<file path="src/logic/asp_pkg.sv">
package asp_pkg;
	// Packet geometry
	localparam int          PKT_BITS      = 64;
	localparam int          CNT_W         = 7;
	localparam logic [6:0]  PKT_LEN       = 7'h40;
	// Control word fields (packet bit positions)
	localparam int          ANCHOR_BIT    = 63;
	localparam int          CLEAR_BIT     = 62;
	localparam int          REGACC_BIT    = 61;
	localparam int          RKIND_HI      = 60;
	localparam int          RKIND_LO      = 58;
	localparam int          WKIND_HI      = 57;
	localparam int          WKIND_LO      = 56;
	localparam int          ADDR_HI       = 47;
	localparam int          ADDR_LO       = 32;
	localparam int          DATA_HI       = 31;
	localparam int          DATA_LO       = 16;
	localparam logic [2:0]  RKIND_POS     = 3'h4;
	localparam logic [1:0]  WKIND_REG     = 2'h3;
	localparam logic [1:0]  WKIND_NULL    = 2'h0;
	// Status positions in the response
	localparam int          ST_FATAL      = 5;
	localparam int          ST_ACTIVE     = 4;
	localparam int          ST_NEWPOS     = 3;
	localparam int          ST_FRAME      = 1;
	localparam int          ST_LINKREQ    = 0;
	// Register offsets
	localparam logic [15:0] A_DGAIN       = 16'h4030;
	localparam logic [15:0] A_AGAIN       = 16'h4032;
	localparam logic [15:0] A_PHTRIM      = 16'h4034;
	localparam logic [15:0] A_UNUM_LO     = 16'h403c;
	localparam logic [15:0] A_UNUM_HI     = 16'h403e;
	localparam logic [15:0] A_AMP         = 16'h4048;
	localparam logic [15:0] A_SOFS_RES    = 16'h404e;
	localparam logic [15:0] A_COFS_RES    = 16'h4050;
	localparam logic [15:0] A_BAL_RES     = 16'h4052;
	localparam logic [15:0] A_PH_RES      = 16'h4054;
	localparam logic [15:0] A_IPH_RES     = 16'h4058;
	localparam logic [15:0] A_SOFS_PK     = 16'h405e;
	localparam logic [15:0] A_COFS_PK     = 16'h4060;
	localparam logic [15:0] A_BAL_PK      = 16'h4062;
	localparam logic [15:0] A_PH_PK       = 16'h4064;
	localparam logic [15:0] A_IPH_PK      = 16'h4066;
	localparam logic [15:0] A_TEMP        = 16'h4068;
	localparam logic [15:0] A_PROFILE     = 16'h4094;
	localparam logic [15:0] A_USN0        = 16'h4096;
	localparam logic [15:0] A_USN1        = 16'h4098;
	localparam logic [15:0] A_ULAB0       = 16'h409a;
	localparam logic [15:0] A_ULAB1       = 16'h409c;
	localparam logic [15:0] A_ULAB2       = 16'h409e;
	localparam logic [15:0] A_UMAKER      = 16'h40a0;
	localparam logic [15:0] A_PART        = 16'he000;
	localparam logic [15:0] A_PARTREV     = 16'he002;
	localparam logic [15:0] RW_RESET      = 16'h0000;
	localparam logic [63:0] RESP_RESET    = 64'h0;
	// Writable register count
	localparam int          N_RW          = 15;
endpackage : asp_pkg

</file>
<file path="src/logic/asp_spi_port.sv">
`timescale 1ns/1ns
module asp_spi_port
	import asp_pkg::*;
#(
	parameter logic [15:0] PART_CODE = 16'h0a5a, // Arbitrary value
	parameter logic [15:0] PART_REV  = 16'h0101  // Arbitrary value
) (
	input  wire logic        I_SYS_CLK,            // System clock
	input  wire logic        I_RSTN,               // Sync reset, low active
	input  wire logic        I_SCLK,               // Serial clock pin
	input  wire logic        I_PORT_SELECT_LOW,    // Select pin, low active
	input  wire logic        I_SDI,                // Serial data in
	output logic             O_SDO,                // Serial data out
	input  wire logic [31:0] I_REV_COUNT,          // Revolution count
	input  wire logic [25:0] I_ANGLE,              // Angle
	input  wire logic        I_FATAL,              // Fatal fault level
	input  wire logic        I_STAT_ACTIVE,        // Status condition level
	input  wire logic        I_NEWPOS_EVT,         // New position pulse
	input  wire logic        I_FRAME_EVT,          // New link frame pulse
	input  wire logic        I_LINK_REQ,           // Link register request
	input  wire logic [31:0] I_UNIT_NUMBER,        // Factory unit number
	input  wire logic [15:0] I_AMP,                // Vector amplitude
	input  wire logic [15:0] I_SOFS_RES,           // Sine offset residue
	input  wire logic [15:0] I_COFS_RES,           // Cosine offset residue
	input  wire logic [15:0] I_BAL_RES,            // Balance residue
	input  wire logic [15:0] I_PH_RES,             // Phase residue
	input  wire logic [15:0] I_IPH_RES,            // Interp phase residue
	input  wire logic [15:0] I_TEMP,               // Die temperature
	output logic             O_ANCHOR,             // Anchor request pulse
	output logic [15:0]      O_DIGITAL_GAIN_TRIM,  // Trim out
	output logic [15:0]      O_ANALOG_GAIN_TRIM,   // Trim out
	output logic [15:0]      O_PHASE_TRIM,         // Trim out
	output logic [15:0]      O_LINK_PROFILE_CODE,  // Profile out
	output logic             O_CMD_DONE            // Command executed pulse
);

	typedef struct packed {
		logic [2:0]       sclk_s;
		logic [2:0]       sel_s;
		logic [1:0]       sdi_s;
		logic [63:0]      shin;
		logic [63:0]      shout;
		logic [63:0]      pend;
		logic [6:0]       cnt;
		logic             sdo;
		logic             newpos;
		logic             frame;
		logic             clr_arm;
		logic             anchor;
		logic             done;
		logic [N_RW-1:0][15:0] rw;
	} asp_state_t;

	asp_state_t st_reg;
	asp_state_t st_next;

	logic        sclk_rise;
	logic        sclk_fall;
	logic        sel_fall;
	logic        sel_rise;
	logic        sel_low;
	logic [15:0] rd_data;
	logic [15:0] cmd_addr;
	logic [63:0] rsp;

	// Timing outline: data passes two flip-flops, clock and select three; edges come from
	// the second and third stages. A bit therefore lands about three system
	// cycles after its serial clock edge. That is why the link clock must
	// stay well below a quarter of the system clock. The response is
	// assembled once, at select fall, and then only shifted. Values that
	// move during a frame therefore never tear a word in half.
	// A frame with fewer than 64 clocks is dropped at select rise, and
	// nothing that it shifted in is used.

	// Edge detection on second and third stages only
	assign sclk_rise = st_reg.sclk_s[1] & ~st_reg.sclk_s[2];
	assign sclk_fall = ~st_reg.sclk_s[1] & st_reg.sclk_s[2];
	assign sel_fall  = ~st_reg.sel_s[1] & st_reg.sel_s[2];
	assign sel_rise  = st_reg.sel_s[1] & ~st_reg.sel_s[2];
	assign sel_low   = ~st_reg.sel_s[1];
	assign cmd_addr  = st_reg.shin[ADDR_HI:ADDR_LO];

	// Register read mux; unknown addresses answer zero
	always_comb begin
		case (cmd_addr)
			A_DGAIN:    rd_data = st_reg.rw[0];
			A_AGAIN:    rd_data = st_reg.rw[1];
			A_PHTRIM:   rd_data = st_reg.rw[2];
			A_SOFS_PK:  rd_data = st_reg.rw[3];
			A_COFS_PK:  rd_data = st_reg.rw[4];
			A_BAL_PK:   rd_data = st_reg.rw[5];
			A_PH_PK:    rd_data = st_reg.rw[6];
			A_IPH_PK:   rd_data = st_reg.rw[7];
			A_PROFILE:  rd_data = st_reg.rw[8];
			A_USN0:     rd_data = st_reg.rw[9];
			A_USN1:     rd_data = st_reg.rw[10];
			A_ULAB0:    rd_data = st_reg.rw[11];
			A_ULAB1:    rd_data = st_reg.rw[12];
			A_ULAB2:    rd_data = st_reg.rw[13];
			A_UMAKER:   rd_data = st_reg.rw[14];
			A_UNUM_LO:  rd_data = I_UNIT_NUMBER[15:0];
			A_UNUM_HI:  rd_data = I_UNIT_NUMBER[31:16];
			A_AMP:      rd_data = I_AMP;
			A_SOFS_RES: rd_data = I_SOFS_RES;
			A_COFS_RES: rd_data = I_COFS_RES;
			A_BAL_RES:  rd_data = I_BAL_RES;
			A_PH_RES:   rd_data = I_PH_RES;
			A_IPH_RES:  rd_data = I_IPH_RES;
			A_TEMP:     rd_data = I_TEMP;
			A_PART:     rd_data = PART_CODE;
			A_PARTREV:  rd_data = PART_REV;
			default:    rd_data = 16'h0000;
		endcase
	end

	// Response snapshot for select fall. It is built from zero each time,
	// so register data only shows when the previous command asked for it.
	always_comb begin
		rsp = RESP_RESET;
		if (st_reg.pend[2]) begin
			// Position read: count and angle as they stand now
			rsp[63:32] = I_REV_COUNT;
			rsp[31:6]  = I_ANGLE;
		end
		if (st_reg.pend[0]) begin
			// Register word replaces the upper count half
			rsp[63:48] = st_reg.pend[63:48];
		end
		// Status bits 5:0; bit 2 always reads zero
		rsp[ST_FATAL]   = I_FATAL;
		rsp[ST_ACTIVE]  = I_STAT_ACTIVE;
		rsp[ST_NEWPOS]  = st_reg.newpos;
		rsp[ST_FRAME]   = st_reg.frame;
		rsp[ST_LINKREQ] = I_LINK_REQ;
	end

	// Main next-state logic
	always_comb begin
		st_next = st_reg;
		st_next.sclk_s = {st_reg.sclk_s[1:0], I_SCLK};
		st_next.sel_s  = {st_reg.sel_s[1:0], I_PORT_SELECT_LOW};
		st_next.sdi_s  = {st_reg.sdi_s[0], I_SDI};
		st_next.anchor = 1'b0;
		st_next.done   = 1'b0;

		// Sticky events: a set in the clear cycle survives
		if (I_NEWPOS_EVT)
			st_next.newpos = 1'b1;
		if (I_FRAME_EVT)
			st_next.frame = 1'b1;

		if (sel_fall) begin
			// Load the snapshot into the outgoing frame
			st_next.shout = rsp;
			st_next.sdo   = rsp[PKT_BITS-1];
			st_next.cnt   = '0;
			if (st_reg.clr_arm) begin
				st_next.newpos  = I_NEWPOS_EVT;
				st_next.frame   = I_FRAME_EVT;
				st_next.clr_arm = 1'b0;
			end
		end else if (sel_low) begin
			// Shift in on rise, out on fall
			if (sclk_rise && st_reg.cnt != PKT_LEN) begin
				st_next.shin = {st_reg.shin[62:0], st_reg.sdi_s[1]};
				st_next.cnt  = st_reg.cnt + 7'h01;
			end
			if (sclk_fall) begin
				st_next.shout = {st_reg.shout[62:0], 1'b0};
				st_next.sdo   = st_reg.shout[62];
			end
		end

		if (sel_rise && st_reg.cnt == PKT_LEN) begin
			st_next.done   = 1'b1;
			st_next.anchor = st_reg.shin[ANCHOR_BIT];
			if (st_reg.shin[CLEAR_BIT])
				st_next.clr_arm = 1'b1;
			// Pending descriptor: reg data, read-kind flags
			st_next.pend = RESP_RESET;
			st_next.pend[2] = (st_reg.shin[RKIND_HI:RKIND_LO] == RKIND_POS);
			st_next.pend[0] = st_reg.shin[REGACC_BIT];
			st_next.pend[63:48] = rd_data;
			if (st_reg.shin[WKIND_HI:WKIND_LO] == WKIND_REG) begin
				for (int i = 0; i < N_RW; i++) begin
					if (rd_data == st_reg.rw[i] && cmd_addr != A_UNUM_LO)
						st_next.rw[i] = st_next.rw[i];
				end
				case (cmd_addr)
					A_DGAIN:   st_next.rw[0]  = st_reg.shin[DATA_HI:DATA_LO];
					A_AGAIN:   st_next.rw[1]  = st_reg.shin[DATA_HI:DATA_LO];
					A_PHTRIM:  st_next.rw[2]  = st_reg.shin[DATA_HI:DATA_LO];
					A_SOFS_PK: st_next.rw[3]  = st_reg.shin[DATA_HI:DATA_LO];
					A_COFS_PK: st_next.rw[4]  = st_reg.shin[DATA_HI:DATA_LO];
					A_BAL_PK:  st_next.rw[5]  = st_reg.shin[DATA_HI:DATA_LO];
					A_PH_PK:   st_next.rw[6]  = st_reg.shin[DATA_HI:DATA_LO];
					A_IPH_PK:  st_next.rw[7]  = st_reg.shin[DATA_HI:DATA_LO];
					A_PROFILE: st_next.rw[8]  = st_reg.shin[DATA_HI:DATA_LO];
					A_USN0:    st_next.rw[9]  = st_reg.shin[DATA_HI:DATA_LO];
					A_USN1:    st_next.rw[10] = st_reg.shin[DATA_HI:DATA_LO];
					A_ULAB0:   st_next.rw[11] = st_reg.shin[DATA_HI:DATA_LO];
					A_ULAB1:   st_next.rw[12] = st_reg.shin[DATA_HI:DATA_LO];
					A_ULAB2:   st_next.rw[13] = st_reg.shin[DATA_HI:DATA_LO];
					A_UMAKER:  st_next.rw[14] = st_reg.shin[DATA_HI:DATA_LO];
					default:   st_next.rw[0]  = st_next.rw[0];
				endcase
			end
			// Null write: bits 31:0 only shifted, never used
		end
		// Short frame: nothing taken, pending answer kept
		if (sel_rise && st_reg.cnt != PKT_LEN)
			st_next.cnt = '0;

		if (!I_RSTN) begin
			st_next = '0;
			st_next.sclk_s = 3'h0;
			st_next.sel_s  = 3'h7;
		end
	end

	// State register
	always_ff @(posedge I_SYS_CLK) begin
		st_reg <= st_next;
	end

	assign O_SDO               = st_reg.sdo;
	assign O_ANCHOR            = st_reg.anchor;
	assign O_CMD_DONE          = st_reg.done;
	assign O_DIGITAL_GAIN_TRIM = st_reg.rw[0];
	assign O_ANALOG_GAIN_TRIM  = st_reg.rw[1];
	assign O_PHASE_TRIM        = st_reg.rw[2];
	assign O_LINK_PROFILE_CODE = st_reg.rw[8];

endmodule : asp_spi_port

</file>
<file path="config.mk">
export PLATFORM = sky130hd
export DESIGN_NAME = asp_spi_port
export DESIGN_NICKNAME = d
export VERILOG_FILES = /design/src/logic/asp_pkg.sv /design/src/logic/asp_spi_port.sv
export SDC_FILE = /design/constraint.sdc
export NUM_CORES = 1
export LEC_CHECK = 0
export ABC_AREA = 1
export BUFFER_PORTS_ARGS = -buffer_cell sky130_fd_sc_hd__buf_4
export CORE_MARGIN = 2
export CORE_UTILIZATION = 58
export DETAILED_ROUTE_END_ITERATION = 16
export HOLD_SLACK_MARGIN = 0.1
export PLACE_DENSITY = 0.8
export SLEW_MARGIN = 30
export SYNTH_ARGS = -nofsm -noshare
export SYNTH_HDL_FRONTEND = slang
export SYNTH_SLANG_ARGS = --single-unit
</file>
<file path="constraint.sdc">
create_clock -name I_SYS_CLK -period 2.25 [get_ports I_SYS_CLK]
set_input_delay 0.3375 -clock I_SYS_CLK [delete_from_list [all_inputs] [get_ports I_SYS_CLK]]
set_output_delay 0.3375 -clock I_SYS_CLK [all_outputs]
set_load 0.005 [all_outputs]
</file>
==> flow_summary.ini <==
[status]
status = finished with violations
violations = setup timing

[synth]
synth_edf_count = 0
synthSimpleGateAreaFrac = 0.367
yosys.area_share.xor_xnor = 0.000435
synth_warnings = 0
synth.area.mux_share = 0
synth-seq-area-share = 0.404
synthArstFlopShare = 0
syn_area_sq_um = 20100
synth_fa_ha_area_frac = 0.00124
synth-compound-area-share = 0.123
syn_inst = 2999
synth.net_count = 3213
synth_ff_type = dfxtp_1
ys_types = 32
syn_area_per_cell_sq_um = 6.71
synth_top_family_by_area = simple AND/OR/NAND/NOR gates
ys_seq_elements = 406

[route]
wire_per_inst_um = 19.8
drtPass1Iterations = 6
num_vias = 22112
drtIter0Drc = 3069
drcViolationCount = 0
finalWirelength_um = 72300
ant_nets = 0
vias_per_cell = 6.05

[min_path]
min_delay_worst_endpoint = st_reg[360]
worstHoldPathCells = 5
min_from = I_REV_COUNT[11]
hp-class = in -> reg

[sta]
worst_slack_ns = -0.00434
skew_ns = 0.0234
finalSetupViolCount = 1
fin_crit_sh = 1.00
worstMarginPinSlew_ns = 0.824
finalMaxSlewViolations = 0
fmax_mhz = 444
finalHoldViolations = 0
period_needed_ns = 2.25
slew_headroom = 0.450
rsz0062_at_grt = yes

[die]
die-area_sq_um = 36200
fp.dieH_um = 190
num_io_pins = 279
num_rows = 68
die_w_um = 190
start_util = 0.586
coreArea_sq_um = 34400

[finish]
fin_cells = 3652
area_growth_pct = 22.7
layout.nets = 3376
drive_above_1_share = 0.187
largest_register_ffs = 321
post-route-util = 0.718

[critical_path]
rrSetupSlack_ns = -0.004
timing.rr.start = cmd_addr[0]
rr_worst_depth = 13
cp-end-kind = flip-flop
required_ns = 2.65
worstPathArrival_ns = 2.65
cp-start-kind = flip-flop
setup.worst_path.class = reg -> reg
regToRegEndpoint = st_reg[308]
path_max_fanout = 16

[cts]
cts_tree = built
clk_pin_slew_worst_paths_ns = 0.06
cts.sinks = 406
cts_max_level = 2
clk_path_buf_depth = 3
cts_root_buf = clkbuf_16
insertion_delay_ns = 0.55
cts_buffers = 42

[global_route]
first_global_vias = 20128
grtUsageTotal = 0.369
grt_pass1_wl_um = 107000
antenna_found_initial = 5
grt_overflow = 0
grt_max_degree = 91

[pwr]
p_leak_nw = 10.6
pwr_density_cell_nw_per_um2 = 611
peakVddDrop_mv = 0.525

[placed_design]
dp_cells = 3537
gp_congestion = 0.943
dp_hpwl_um = 46300
io_buffers = 278

[run]
cap_violations = 0
-- area by class of cell --
cell class	count	area, sq um
diodes	2	5.00
clock buffers	60	1280
clock inverters	17	191
fillers	2761	9680
inverters	146	556
multi-input cells	2139	10100
flip-flops and latches	406	8130
well taps	455	569
repair buffers	427	3850
-- where the power goes --
part | total [mW] | internal (mW) | switching [mW] | leakage (nW)
Combinational | 0.527 | 0.272 | 0.255 | 6.56
Sequential | 7.21 | 7.20 | 0.00675 | 3.27
Clock | 7.35 | 4.42 | 2.94 | 0.738
Total | 15.1 | 11.9 | 3.20 | 10.6
-- critical path, stage by stage (launching register included) --
cell     delay (ns)
dfxtp_1        0.45
nor2_4         0.10
nand2_2        0.14
buf_4          0.21
nor2_4         0.05
buf_12         0.15
nand3_1        0.07
nand2_1        0.06
nor2_1         0.24
nand2_1        0.18
nor2_2         0.21
nand2_1        0.09
nand2_1        0.09
a21oi_1        0.07
-- Yosys cell counts (23+ instances only) --
cell      count  share of area
buf_4        73          0.027
o21ai_0      72          0.018
inv_1       131          0.024
dfxtp_1     406           0.40
nor2_2       23         0.0071
o211ai_1     27          0.010
nand2_1     815           0.15
buf_2        98          0.024
a21oi_1     334          0.083
nand3_1     653           0.16
nor2_1      144          0.027
clkbuf_1    119          0.022
a22oi_1      30          0.011
-- worst max-delay path by stage --
stage	from	endpoint	slack, ns	cells after the start
finish	cmd_addr[0]	st_reg[308]	-0.004	13
global route	cmd_addr[14]	st_reg[228]	-0.06	9
CTS	st_reg[246]	O_LINK_PROFILE_CODE[12]	0.004	11
detailed placement	st_reg[246]	st_reg[54]	-0.02	11
global placement	st_reg[246]	st_reg[60]	0.05	11
floorplan	st_reg[246]	st_reg[229]	0.35	11
-- cells in the final DEF (no fill, tap or decap), drive strengths merged --
cell type	n
nand3	653
dfxtp	406
clkinv	13
nor3	18
dlygate4sd3	6
nand2	822
a21oi	334
bufinv	4
xor2	1
or2	2
o211ai	27
a22oi	30
o21ai	72
bufbuf	1
ha	2
clkinvlp	1
inv	145
clkbuf	68
nor4	1
nand4	1
nor2	172
diode	2
a31oi	1
buf	412
nor3b	1
o21a	1
and2	1
-- metrics by stage --
stage	hold WS (ns)	total power, mW	worst slack, ns	TNS (ns)	instance area [sq um]
3_5_place_dp	0.404	7.87	-0.0203	-0.0903	22400
4_1_cts	0.108	15.1	0.00398	0	24000
6_report	0.121	15.1	-0.00434	-0.00434	24700
5_1_grt	0.141	15.4	-0.0584	-0.855	24700
3_3_place_gp	0.399	7.86	0.0519	0	22400
2_1_floorplan	0.390	7.51	0.354	0	20100
-- cell families (layout without fill, tap and decap cells) --
group,after synthesis,after routing
xor gates and xnor gates,1,1
DFF,406,406
adders and majority gates,2,2
and+or+nand+nor,1671,1671
buffers and inverters,454,650
AOI/OAI and AO/OA,465,465
other,0,2
-- routing by layer --
metal | up-vias | global-route usage | wire length (um)
met2 | 1443 | 0.606 | 33100
met1 | 10154 | 0.443 | 25800
met5 | - | 0 | 79
met3 | 334 | 0.0907 | 8680
li1 | 10175 | - | -
met4 | 6 | 0.207 | 4630
-- timing repair --
| action | in CTS | in global routing |
|---|---|---|
| cloned | 1 | 8 |
| buffers inserted | 2 | 19 |
| setup endpoints to repair | 76 | 242 |
| gates resized for setup | 13 | 70 |
| hold endpoints to repair | 6 | 0 |
| hold buffers | 6 | 0 |
| pin swaps | 1 | 10 |
Note: power is estimated with default switching activity, not from simulation.
